===== src/shared/rcru_pkg.sv =====
/*
  Constants for the relative call and subroutine return unit: opcode
  patterns, address and stack word widths, stack memory size.
  Assumes the core presents whole instructions and owns all other opcodes.
*/
package rcru_pkg;

  localparam int unsigned PC_W = 17;
  localparam int unsigned ADDR_W = 16;
  localparam int unsigned BYTE_W = 8;
  localparam int unsigned STACK_W = 9;
  localparam int unsigned RAM_AW = 8;
  localparam int unsigned RAM_DEPTH = 256;
  localparam int unsigned OFFSET_W = 12;

  // Byte 0 of the offset call is 010x1yyy
  localparam logic [7:0] OFFSET_CALL_MASK = 8'he8;
  localparam logic [7:0] OFFSET_CALL_MATCH = 8'h48;
  localparam int unsigned OFFSET_HI_BIT = 4;
  localparam logic [7:0] ACC_CALL_OPCODE = 8'h10;
  localparam logic [7:0] RETURN_OPCODE = 8'ha0;

  localparam logic [15:0] OFFSET_CALL_LEN = 16'h0002;
  localparam logic [15:0] ACC_CALL_LEN = 16'h0001;
  localparam logic [15:0] SP_STEP = 16'h0001;

  localparam int unsigned STACK_FLAG_BIT = 8;

  typedef enum logic [1:0] {
    OP_NONE,
    OP_OFFSET_CALL,
    OP_ACC_CALL,
    OP_RETURN
  } rcru_op_e;

endpackage


===== src/hw/rcru_stack_ram.sv =====
/*
  Stack memory of 9-bit words: one write port and two read ports whose
  data come out of registers one clock after the address.
  Assumes a single clock; contents are undefined after power-up.
*/
`timescale 1ns/100ps
module rcru_stack_ram
  import rcru_pkg::*;
(
  input wire logic clk,
  input wire logic wr_en,
  input wire logic [RAM_AW-1:0] wr_addr,
  input wire logic [STACK_W-1:0] wr_data,
  input wire logic [RAM_AW-1:0] rd_addr_a,
  input wire logic [RAM_AW-1:0] rd_addr_b,
  output logic [STACK_W-1:0] rd_data_a,
  output logic [STACK_W-1:0] rd_data_b
);

  logic [STACK_W-1:0] mem [RAM_DEPTH];

  always_ff @(posedge clk)
  begin
    if (wr_en)
    begin
      mem[wr_addr] <= wr_data;
    end
  end

  always_ff @(posedge clk)
  begin
    rd_data_a <= mem[rd_addr_a];
    rd_data_b <= mem[rd_addr_b];
  end

endmodule


===== src/hw/rcru_unit.sv =====
/*
  Relative call and subroutine return execution: decodes the offset call,
  the accumulator-relative call and the subroutine return, pushes or pops
  the 9-bit-per-byte return word in stack memory, and hands back the new
  program counter, stack pointer and bank flag.
  Assumes the core offers one instruction at a time on instr_valid, waits
  for instr_ready, and takes the results when exec_done pulses.
*/
// Functional notes
// RULE1: Offset call is two bytes, 010x1yyy then low offset byte.
// RULE2: Offset call target is current address plus two plus offset.
// RULE3: Offset call bumps pointer, writes return word, bumps pointer again.
// RULE4: Stacked high byte bit 8 holds PC bit 16, low byte bank flag.
// RULE5: Opcode 10H is a one-byte accumulator call, return address plus one.
// RULE6: Accumulator call adds unsigned accumulator to next instruction address.
// RULE7: Accumulator call bumps pointer, writes word, bumps pointer, then branches.
// RULE8: Opcode A0H returns, loading PC from stacked word.
// RULE9: Return drops pointer, reads word, drops pointer again.
// RULE10: Return restores bank flag and PC bit 16 from stacked bit 8.
// RULE11: Low return byte goes after first increment, high after second.
// RULE12: Each of the three instructions takes two machine cycles.
`timescale 1ns/100ps
module rcru_unit
  import rcru_pkg::*;
(
  input wire logic clk,
  input wire logic arst_n,
  input wire logic instr_valid,
  input wire logic [BYTE_W-1:0] instr_opcode,
  input wire logic [BYTE_W-1:0] instr_operand,
  input wire logic [PC_W-1:0] pc_in,
  input wire logic [BYTE_W-1:0] acc_in,
  input wire logic bank_in,
  input wire logic [ADDR_W-1:0] sp_in,
  output logic instr_ready,
  output logic instr_claimed,
  output logic exec_done,
  output logic [PC_W-1:0] pc_out,
  output logic [ADDR_W-1:0] sp_out,
  output logic bank_out
);

  ////////////////////////////////////////////////////////////////////////
  // Decode

  function automatic rcru_op_e rcru_decode(input logic [7:0] opcode);
    rcru_op_e op;
    op = OP_NONE;
    if ((opcode & OFFSET_CALL_MASK) == OFFSET_CALL_MATCH)
    begin
      op = OP_OFFSET_CALL;
    end
    else if (opcode == ACC_CALL_OPCODE)
    begin
      op = OP_ACC_CALL;
    end
    else if (opcode == RETURN_OPCODE)
    begin
      op = OP_RETURN;
    end
    return op;
  endfunction

  typedef enum logic [1:0] {
    ST_IDLE,
    ST_CALL2,
    ST_RET2
  } rcru_state_e;

  rcru_state_e state_reg;
  rcru_op_e in_op;
  logic accept;
  logic [OFFSET_W-1:0] call_offset;
  logic [ADDR_W-1:0] offset_ext;
  logic [ADDR_W-1:0] ret_addr;
  logic [ADDR_W-1:0] target_next;
  logic [ADDR_W-1:0] target_reg;
  logic [STACK_W-1:0] high_word_reg;
  logic [ADDR_W-1:0] sp_base_reg;
  logic pc16_reg;
  logic bank_hold_reg;

  assign in_op = rcru_decode(instr_opcode);
  assign instr_claimed = in_op != OP_NONE;
  assign instr_ready = state_reg == ST_IDLE;
  assign accept = instr_valid && instr_ready && instr_claimed;

  // Offset bit 11 sits at opcode bit 4, bits 10..8 at opcode bits 2..0
  assign call_offset = {instr_opcode[OFFSET_HI_BIT], instr_opcode[2:0], instr_operand}; // RULE1
  assign offset_ext = {{(ADDR_W-OFFSET_W){call_offset[OFFSET_W-1]}}, call_offset};

  always_comb
  begin
    ret_addr = pc_in[ADDR_W-1:0] + ACC_CALL_LEN; // RULE5
    target_next = ret_addr + {8'h00, acc_in}; // RULE6
    if (in_op == OP_OFFSET_CALL)
    begin
      ret_addr = pc_in[ADDR_W-1:0] + OFFSET_CALL_LEN; // RULE2
      target_next = ret_addr + offset_ext; // RULE2
    end
  end

  ////////////////////////////////////////////////////////////////////////
  // Sequencer

  always_ff @(posedge clk or negedge arst_n)
  begin
    if (!arst_n)
    begin
      state_reg <= ST_IDLE;
    end
    else
    begin
      case (state_reg)
        ST_IDLE:
        begin
          if (accept && in_op == OP_RETURN)
          begin
            state_reg <= ST_RET2; // RULE8
          end
          else if (accept)
          begin
            state_reg <= ST_CALL2; // RULE1
          end
        end
        ST_CALL2: state_reg <= ST_IDLE; // RULE12
        ST_RET2: state_reg <= ST_IDLE; // RULE12
        default: state_reg <= ST_IDLE;
      endcase
    end
  end

  // Values carried from the first cycle into the second
  always_ff @(posedge clk or negedge arst_n)
  begin
    if (!arst_n)
    begin
      target_reg <= 16'h0000;
      high_word_reg <= 9'h000;
      sp_base_reg <= 16'h0000;
      pc16_reg <= 1'b0;
      bank_hold_reg <= 1'b0;
    end
    else if (accept)
    begin
      target_reg <= target_next;
      high_word_reg <= {pc_in[PC_W-1], ret_addr[15:8]}; // RULE4
      sp_base_reg <= sp_in;
      pc16_reg <= pc_in[PC_W-1];
      bank_hold_reg <= bank_in;
    end
  end

  ////////////////////////////////////////////////////////////////////////
  // Stack memory

  logic ram_we;
  logic [RAM_AW-1:0] ram_waddr;
  logic [STACK_W-1:0] ram_wdata;
  logic [RAM_AW-1:0] ram_raddr_hi;
  logic [RAM_AW-1:0] ram_raddr_lo;
  logic [STACK_W-1:0] ram_rdata_hi;
  logic [STACK_W-1:0] ram_rdata_lo;
  logic [ADDR_W-1:0] sp_plus1;
  logic [ADDR_W-1:0] sp_plus2;
  logic [ADDR_W-1:0] sp_minus1;

  assign sp_plus1 = sp_in + SP_STEP; // RULE3
  assign sp_plus2 = sp_base_reg + SP_STEP + SP_STEP; // RULE7
  assign sp_minus1 = sp_in - SP_STEP; // RULE9

  always_comb
  begin
    ram_we = 1'b0;
    ram_waddr = sp_plus1[RAM_AW-1:0];
    ram_wdata = {bank_in, ret_addr[7:0]};
    if (accept && in_op != OP_RETURN)
    begin
      // Low byte with bank flag, after the first increment
      ram_we = 1'b1; // RULE11
    end
    else if (state_reg == ST_CALL2)
    begin
      // High byte with PC bit 16, after the second increment
      ram_we = 1'b1; // RULE11
      ram_waddr = sp_plus2[RAM_AW-1:0];
      ram_wdata = high_word_reg; // RULE4
    end
  end

  // Pointer names the high byte; the low byte sits one below
  assign ram_raddr_hi = sp_in[RAM_AW-1:0]; // RULE9
  assign ram_raddr_lo = sp_minus1[RAM_AW-1:0]; // RULE9

  rcru_stack_ram u_stack_ram (
    .clk(clk),
    .wr_en(ram_we),
    .wr_addr(ram_waddr),
    .wr_data(ram_wdata),
    .rd_addr_a(ram_raddr_hi),
    .rd_addr_b(ram_raddr_lo),
    .rd_data_a(ram_rdata_hi),
    .rd_data_b(ram_rdata_lo)
  );

  ////////////////////////////////////////////////////////////////////////
  // Results

  always_ff @(posedge clk or negedge arst_n)
  begin
    if (!arst_n)
    begin
      exec_done <= 1'b0;
    end
    else
    begin
      exec_done <= state_reg == ST_CALL2 || state_reg == ST_RET2; // RULE12
    end
  end

  always_ff @(posedge clk or negedge arst_n)
  begin
    if (!arst_n)
    begin
      pc_out <= 17'h00000;
      sp_out <= 16'h0000;
      bank_out <= 1'b0;
    end
    else if (state_reg == ST_CALL2)
    begin
      pc_out <= {pc16_reg, target_reg}; // RULE2
      sp_out <= sp_plus2; // RULE3
      bank_out <= bank_hold_reg;
    end
    else if (state_reg == ST_RET2)
    begin
      pc_out <= {ram_rdata_hi[STACK_FLAG_BIT], ram_rdata_hi[7:0], ram_rdata_lo[7:0]}; // RULE10
      sp_out <= sp_base_reg - SP_STEP - SP_STEP; // RULE9
      bank_out <= ram_rdata_lo[STACK_FLAG_BIT]; // RULE10
    end
  end

  ////////////////////////////////////////////////////////////////////////
  // Checks

  logic [ADDR_W-1:0] chk_ret;
  assign chk_ret = pc_in[ADDR_W-1:0] + OFFSET_CALL_LEN;

  a_offset_decode: assert property (@(posedge clk) disable iff (!arst_n) // RULE1
    (instr_valid && instr_ready && ((instr_opcode & 8'he8) == 8'h48)) |=> state_reg == ST_CALL2)
    else $error("offset call opcode not taken");

  a_offset_target: assert property (@(posedge clk) disable iff (!arst_n) // RULE2
    (accept && in_op == OP_OFFSET_CALL) |-> ##2
    pc_out[15:0] == $past(chk_ret, 2) + $past(offset_ext, 2) && pc_out[16] == $past(pc_in[16], 2))
    else $error("offset call target wrong");

  a_call_low_write: assert property (@(posedge clk) disable iff (!arst_n) // RULE11
    (accept && in_op != OP_RETURN) |->
    ram_we && ram_waddr == sp_in[7:0] + 8'h01 && ram_wdata[8] == bank_in)
    else $error("low return byte misplaced");

  a_call_high_write: assert property (@(posedge clk) disable iff (!arst_n) // RULE4
    (accept && in_op != OP_RETURN) |=>
    ram_we && ram_waddr == $past(sp_in[7:0]) + 8'h02 && ram_wdata[8] == $past(pc_in[16]))
    else $error("high return byte misplaced");

  a_call_sp_step: assert property (@(posedge clk) disable iff (!arst_n) // RULE3
    (accept && in_op != OP_RETURN) |-> ##2 sp_out == $past(sp_in, 2) + 16'h0002)
    else $error("call pointer not raised by two");

  a_acc_target: assert property (@(posedge clk) disable iff (!arst_n) // RULE6
    (accept && in_op == OP_ACC_CALL) |-> ##2
    pc_out[15:0] == $past(pc_in[15:0], 2) + 16'h0001 + {8'h00, $past(acc_in, 2)})
    else $error("accumulator call target wrong");

  a_acc_ret_word: assert property (@(posedge clk) disable iff (!arst_n) // RULE5
    (accept && in_op == OP_ACC_CALL) |-> ram_wdata[7:0] == pc_in[7:0] + 8'h01)
    else $error("accumulator call return address wrong");

  a_ret_sp_step: assert property (@(posedge clk) disable iff (!arst_n) // RULE9
    (accept && in_op == OP_RETURN) |-> ##2 sp_out == $past(sp_in, 2) - 16'h0002 && exec_done)
    else $error("return pointer not lowered by two");

  a_ret_flags: assert property (@(posedge clk) disable iff (!arst_n) // RULE10
    (state_reg == ST_RET2) |=>
    bank_out == $past(ram_rdata_lo[8]) && pc_out[16] == $past(ram_rdata_hi[8]))
    else $error("return flags not restored");

  a_two_cycles: assert property (@(posedge clk) disable iff (!arst_n) // RULE12
    accept |=> !instr_ready ##1 (instr_ready && exec_done))
    else $error("instruction not done in two cycles");

  c_offset_call: cover property (@(posedge clk) disable iff (!arst_n)
    accept && in_op == OP_OFFSET_CALL);
  c_acc_call: cover property (@(posedge clk) disable iff (!arst_n)
    accept && in_op == OP_ACC_CALL);
  c_call_then_return: cover property (@(posedge clk) disable iff (!arst_n)
    (state_reg == ST_CALL2) ##[1:20] (accept && in_op == OP_RETURN));

endmodule


===== config.mk =====
export PLATFORM = sky130hd
export DESIGN_NAME = rcru_unit
export DESIGN_NICKNAME = d
export VERILOG_FILES = /design/src/shared/rcru_pkg.sv /design/src/hw/rcru_stack_ram.sv /design/src/hw/rcru_unit.sv
export SDC_FILE = /design/constraint.sdc
export NUM_CORES = 2
export LEC_CHECK = 0
export CAP_MARGIN = 15
export CORE_MARGIN = 8
export CORE_UTILIZATION = 55
export CTS_CLUSTER_DIAMETER = 100
export DETAILED_ROUTE_END_ITERATION = 6
export DONT_BUFFER_PORTS = 1
export MAX_ROUTING_LAYER = met4
export PLACE_DENSITY_LB_ADDON = 0.05
export SETUP_SLACK_MARGIN = 0.02
export SLEW_MARGIN = 20
export SYNTH_ARGS = -nofsm -noshare
export SYNTH_HDL_FRONTEND = slang
export SYNTH_SLANG_ARGS = --single-unit

===== constraint.sdc =====
create_clock -name clk -period 18 [get_ports clk]
set_input_delay 1.8 -clock clk [delete_from_list [all_inputs] [get_ports clk]]
set_output_delay 1.8 -clock clk [all_outputs]
set_load 0.1 [all_outputs]

==> flow_summary_export.csv <==
group,metric,value,unit
synthesis,ys_ff_latch,2401,
clock_tree,cts_hold_buf,0,
critical_path,crit_arrival,7.67,ns
layout,largest_register,"u_stack_ram.mem",
critical_path,cp_max_fo,86,
clock_tree,cts-root-buf,"clkbuf_16",
routing,wl_per_cell,39.72,um
synthesis,synthesis.area,113000,um^2
power,ir_drop,129.0,uV
critical_path,timing.critical_path.slowest_stage_cell,"buf_4",
synthesis,syn_inst,5428,
layout,final_nets,5709,
synthesis,async_flop_share,3.290,%
critical_path,required,18.73,ns
layout,area_growth,11.32,%
floorplan,ioPinCount,98,
global_routing,grt_max_degree,583,
routing,vias,63360,
floorplan,die_h,469.3,um
floorplan,rows,166,
routing,via_per_inst,7.452,
synthesis,yosys-top-cells-count,"edfxtp_1 (2,304), mux4_2 (1,440), nor2_1 (343), clkbuf_1 (195), buf_2 (157)",
placement,dp_cells,8015,
global_routing,antenna_found_initial,13,
layout,fill_cells,14200,
sta,fin_skew,0.05129,ns
floorplan,design.core.area,204400,um^2
layout,top_regs,"u_stack_ram.mem (2304), pc_out (17)",
job,cap_violations,0,
critical_path,crit_type,"primary input to flip-flop",
synthesis,syn_nets,5526,
sta,fin_tns_setup,0,ns
floorplan,dieArea,220200,um^2
routing,antenna_left,0,
clock_tree,numClockSinks,2401,
routing,firstDrtPassIters,6,
run_status,status,"complete, no violations",
power,leakagePower,39.41,nW
routing,first_iter_violations,9228,
sta,relSlewSlack,13.65,%
critical_path,crit_path_max_incr_delay,0.77,ns
routing,drc_errors,0,
clock_tree,cts_setup_buffers,0,
sta,period_needed,6.945,ns
layout,largest_register_ffs,2304,
sta,tightest_slew,1.295,ns
critical_path,startpoint,"sp_in[0]",
layout,instances_no_fill,8503,
placement,globalplace.congestion,0.8567,
synthesis,synth_edf_count,2304,
clock_tree,insertion_delay,0.93,ns
global_routing,grt_pass1_vias,61770,
synthesis,synth_top_flop_cell,"edfxtp_1",
critical_path,crit_path_end,"u_stack_ram.rd_data_b[0]",
sta,slew_violations,0,
critical_path,crit_chain,"buf_16 -> buf_4 -> buf_4 -> buf_4 -> buf_4 -> mux4_2 -> mux4_2 -> a22oi_1 -> nand2_1 -> a22oi_1 -> o221ai_1",
clock_tree,cts_tree,"built",
critical_path,critPathLaunchType,"primary input",
critical_path,cp-end-kind,"flip-flop",
synthesis,yosys.area.top_type,"edfxtp_1",
global_routing,grt_use_total,30.94,%
global_routing,met3_usage,7.867,%
clock_tree,numCtsBuffers,277,
critical_path,crit-reg2reg-launch,"state_reg[1]",
global_routing,grt_pass1_wl,473600,um
global_routing,top_usage_layer,"met2",
clock_tree,ctsLongestPathBuffers,4,
critical_path,rr_endpoint,"u_stack_ram.mem[70][0]",
floorplan,start_util,55.29,%
synthesis,yosysSeqAreaShare,63.29,%
synthesis,synth.most_common_cell,"edfxtp_1",
clock_tree,cts.clk_slew.worst_paths,0.06,ns
critical_path,cpMostUsedCell,"buf_4",
sta,setup_viol,0,
layout,regArea,71520,um^2
synthesis,synth.area.top_cells,"edfxtp_1 (61%), mux4_2 (29%), dfrtp_1 (1.7%), nor2_1 (1.1%), buf_2 (0.70%)",
sta,final_hold_viol_count,0,
synthesis,syn_area_per_cell,20.82,um^2
routing,drt-total-wl,337800,um
sta,rsz0062_at_grt,"false",
sta,max_freq,144.0,MHz
power,power.density,117.2,nW/um^2
min_path,timing.hold.worst.class,"flip-flop to flip-flop",
placement,dpl.hpwl,201700,um
synthesis,synth.distinct_cells,71,
synthesis,yosys_warnings,0,
global_routing,overflow,0,
clock_tree,htree_num_levels,5,
floorplan,die_x,469.3,um
sta,min_period_over_period,38.58,%
placement,io_buffers,0,
layout,drive_above_1_share,38.74,%
layout,multi_input_area,39790,um^2
clock_tree,cts_resized,0,
global_routing,use_met1,41.42,%
critical_path,r2r_setup_slack,12.12,ns
synthesis,synth.top_cell.area_share,61.23,%
critical_path,ff2ff_path_depth,10,
global_routing,grtUsageMet2,46.12,%
## worst max-delay path: cells and delay by family
| family | cells | cell delay (ns) |
|---|---|---|
| buf+inv | 5 | 3.14 |
| mux | 2 | 1.05 |
| compound gates | 3 | 1.17 |
| simple gates | 1 | 0.29 |
## per-layer routing
layer | up-vias | part of all wire [%]
li1 | 24050 | -
met1 | 34240 | 38
met2 | 4366 | 47
met3 | 701 | 11
met4 | 0 | 4.6
met5 | - | 0
## kinds of logic (layout without fill, tap and decap cells)
logic type               Yosys count  after routing  synth area share (%)
adder cells (fa/ha/maj)           37             37                0.4230
AO/OA/AOI/OAI                    333            333                 2.083
AND/OR/NAND/NOR                  618            618                 2.366
buffers and inverters            442            814                 1.808
multiplexers                    1507           1507                 29.33
other                              0             15                     0
flip-flops                      2401           2401                 63.29
XOR/XNOR                          90             90                0.6976
## through the flow
step                setup WS (ns)  hold WS, ns  cell area [um^2]  total power, W  utilization (%)
finish                      11.06       0.4834            125800         0.01474            61.55
global route                10.73       0.4916            125800         0.01513            61.55
detailed placement          10.05       0.4706            117300        0.009541            57.40
floorplan                   3.030       0.4496            113000        0.008965                -
global placement            9.825       0.4654            117200        0.009476            57.34
CTS                         11.01       0.4871            125600         0.01475            61.46
## cells in the final DEF, fill, tap and decap left out, drive strengths merged, types with 10 or more instances in the layout
cell type / count
a21o: 11
a21oi: 58
a221oi: 28
a22o: 30
a22oi: 82
and3: 13
buf: 327
bufinv: 12
clkbuf: 360
clkinv: 90
dfrtp: 79
dfxtp: 18
diode: 15
edfxtp: 2304
ha: 35
inv: 19
mux2: 32
mux2i: 35
mux4: 1440
nand2: 140
nand2b: 14
nand3: 42
nand4: 10
nor2: 346
nor3: 13
o21ai: 55
o221ai: 11
xnor2: 46
xor2: 44
## power by group
group          switching [W]  leakage (nW)  internal (W)
Combinational        0.00152          13.5      0.000669
Clock                0.00217          4.06       0.00309
Sequential          0.000415          21.8       0.00688
Total                0.00411          39.4        0.0106
## layout make-up
type	count	area share, %
well taps	2688	2.674
multi-input cells	2585	31.63
flip-flops and latches	2401	56.86
inverters	18	0.05371
clock inverters	109	0.6396
repair buffers	328	2.157
clock buffers	359	5.954
diodes	15	0.02984
## worst min-delay path by stage
stage	from	depth (start not counted)	slack, ns	to
after global routing	high_word_reg[3]	2	0.49	high_word_reg[3]
after global placement	target_reg[3]	2	0.47	target_reg[3]
after floorplan	target_reg[0]	2	0.45	target_reg[0]
after CTS	high_word_reg[3]	2	0.49	high_word_reg[3]
after detailed placement	target_reg[9]	2	0.47	target_reg[9]
final	target_reg[3]	2	0.48	target_reg[3]
(Power assumes the default switching activity.)
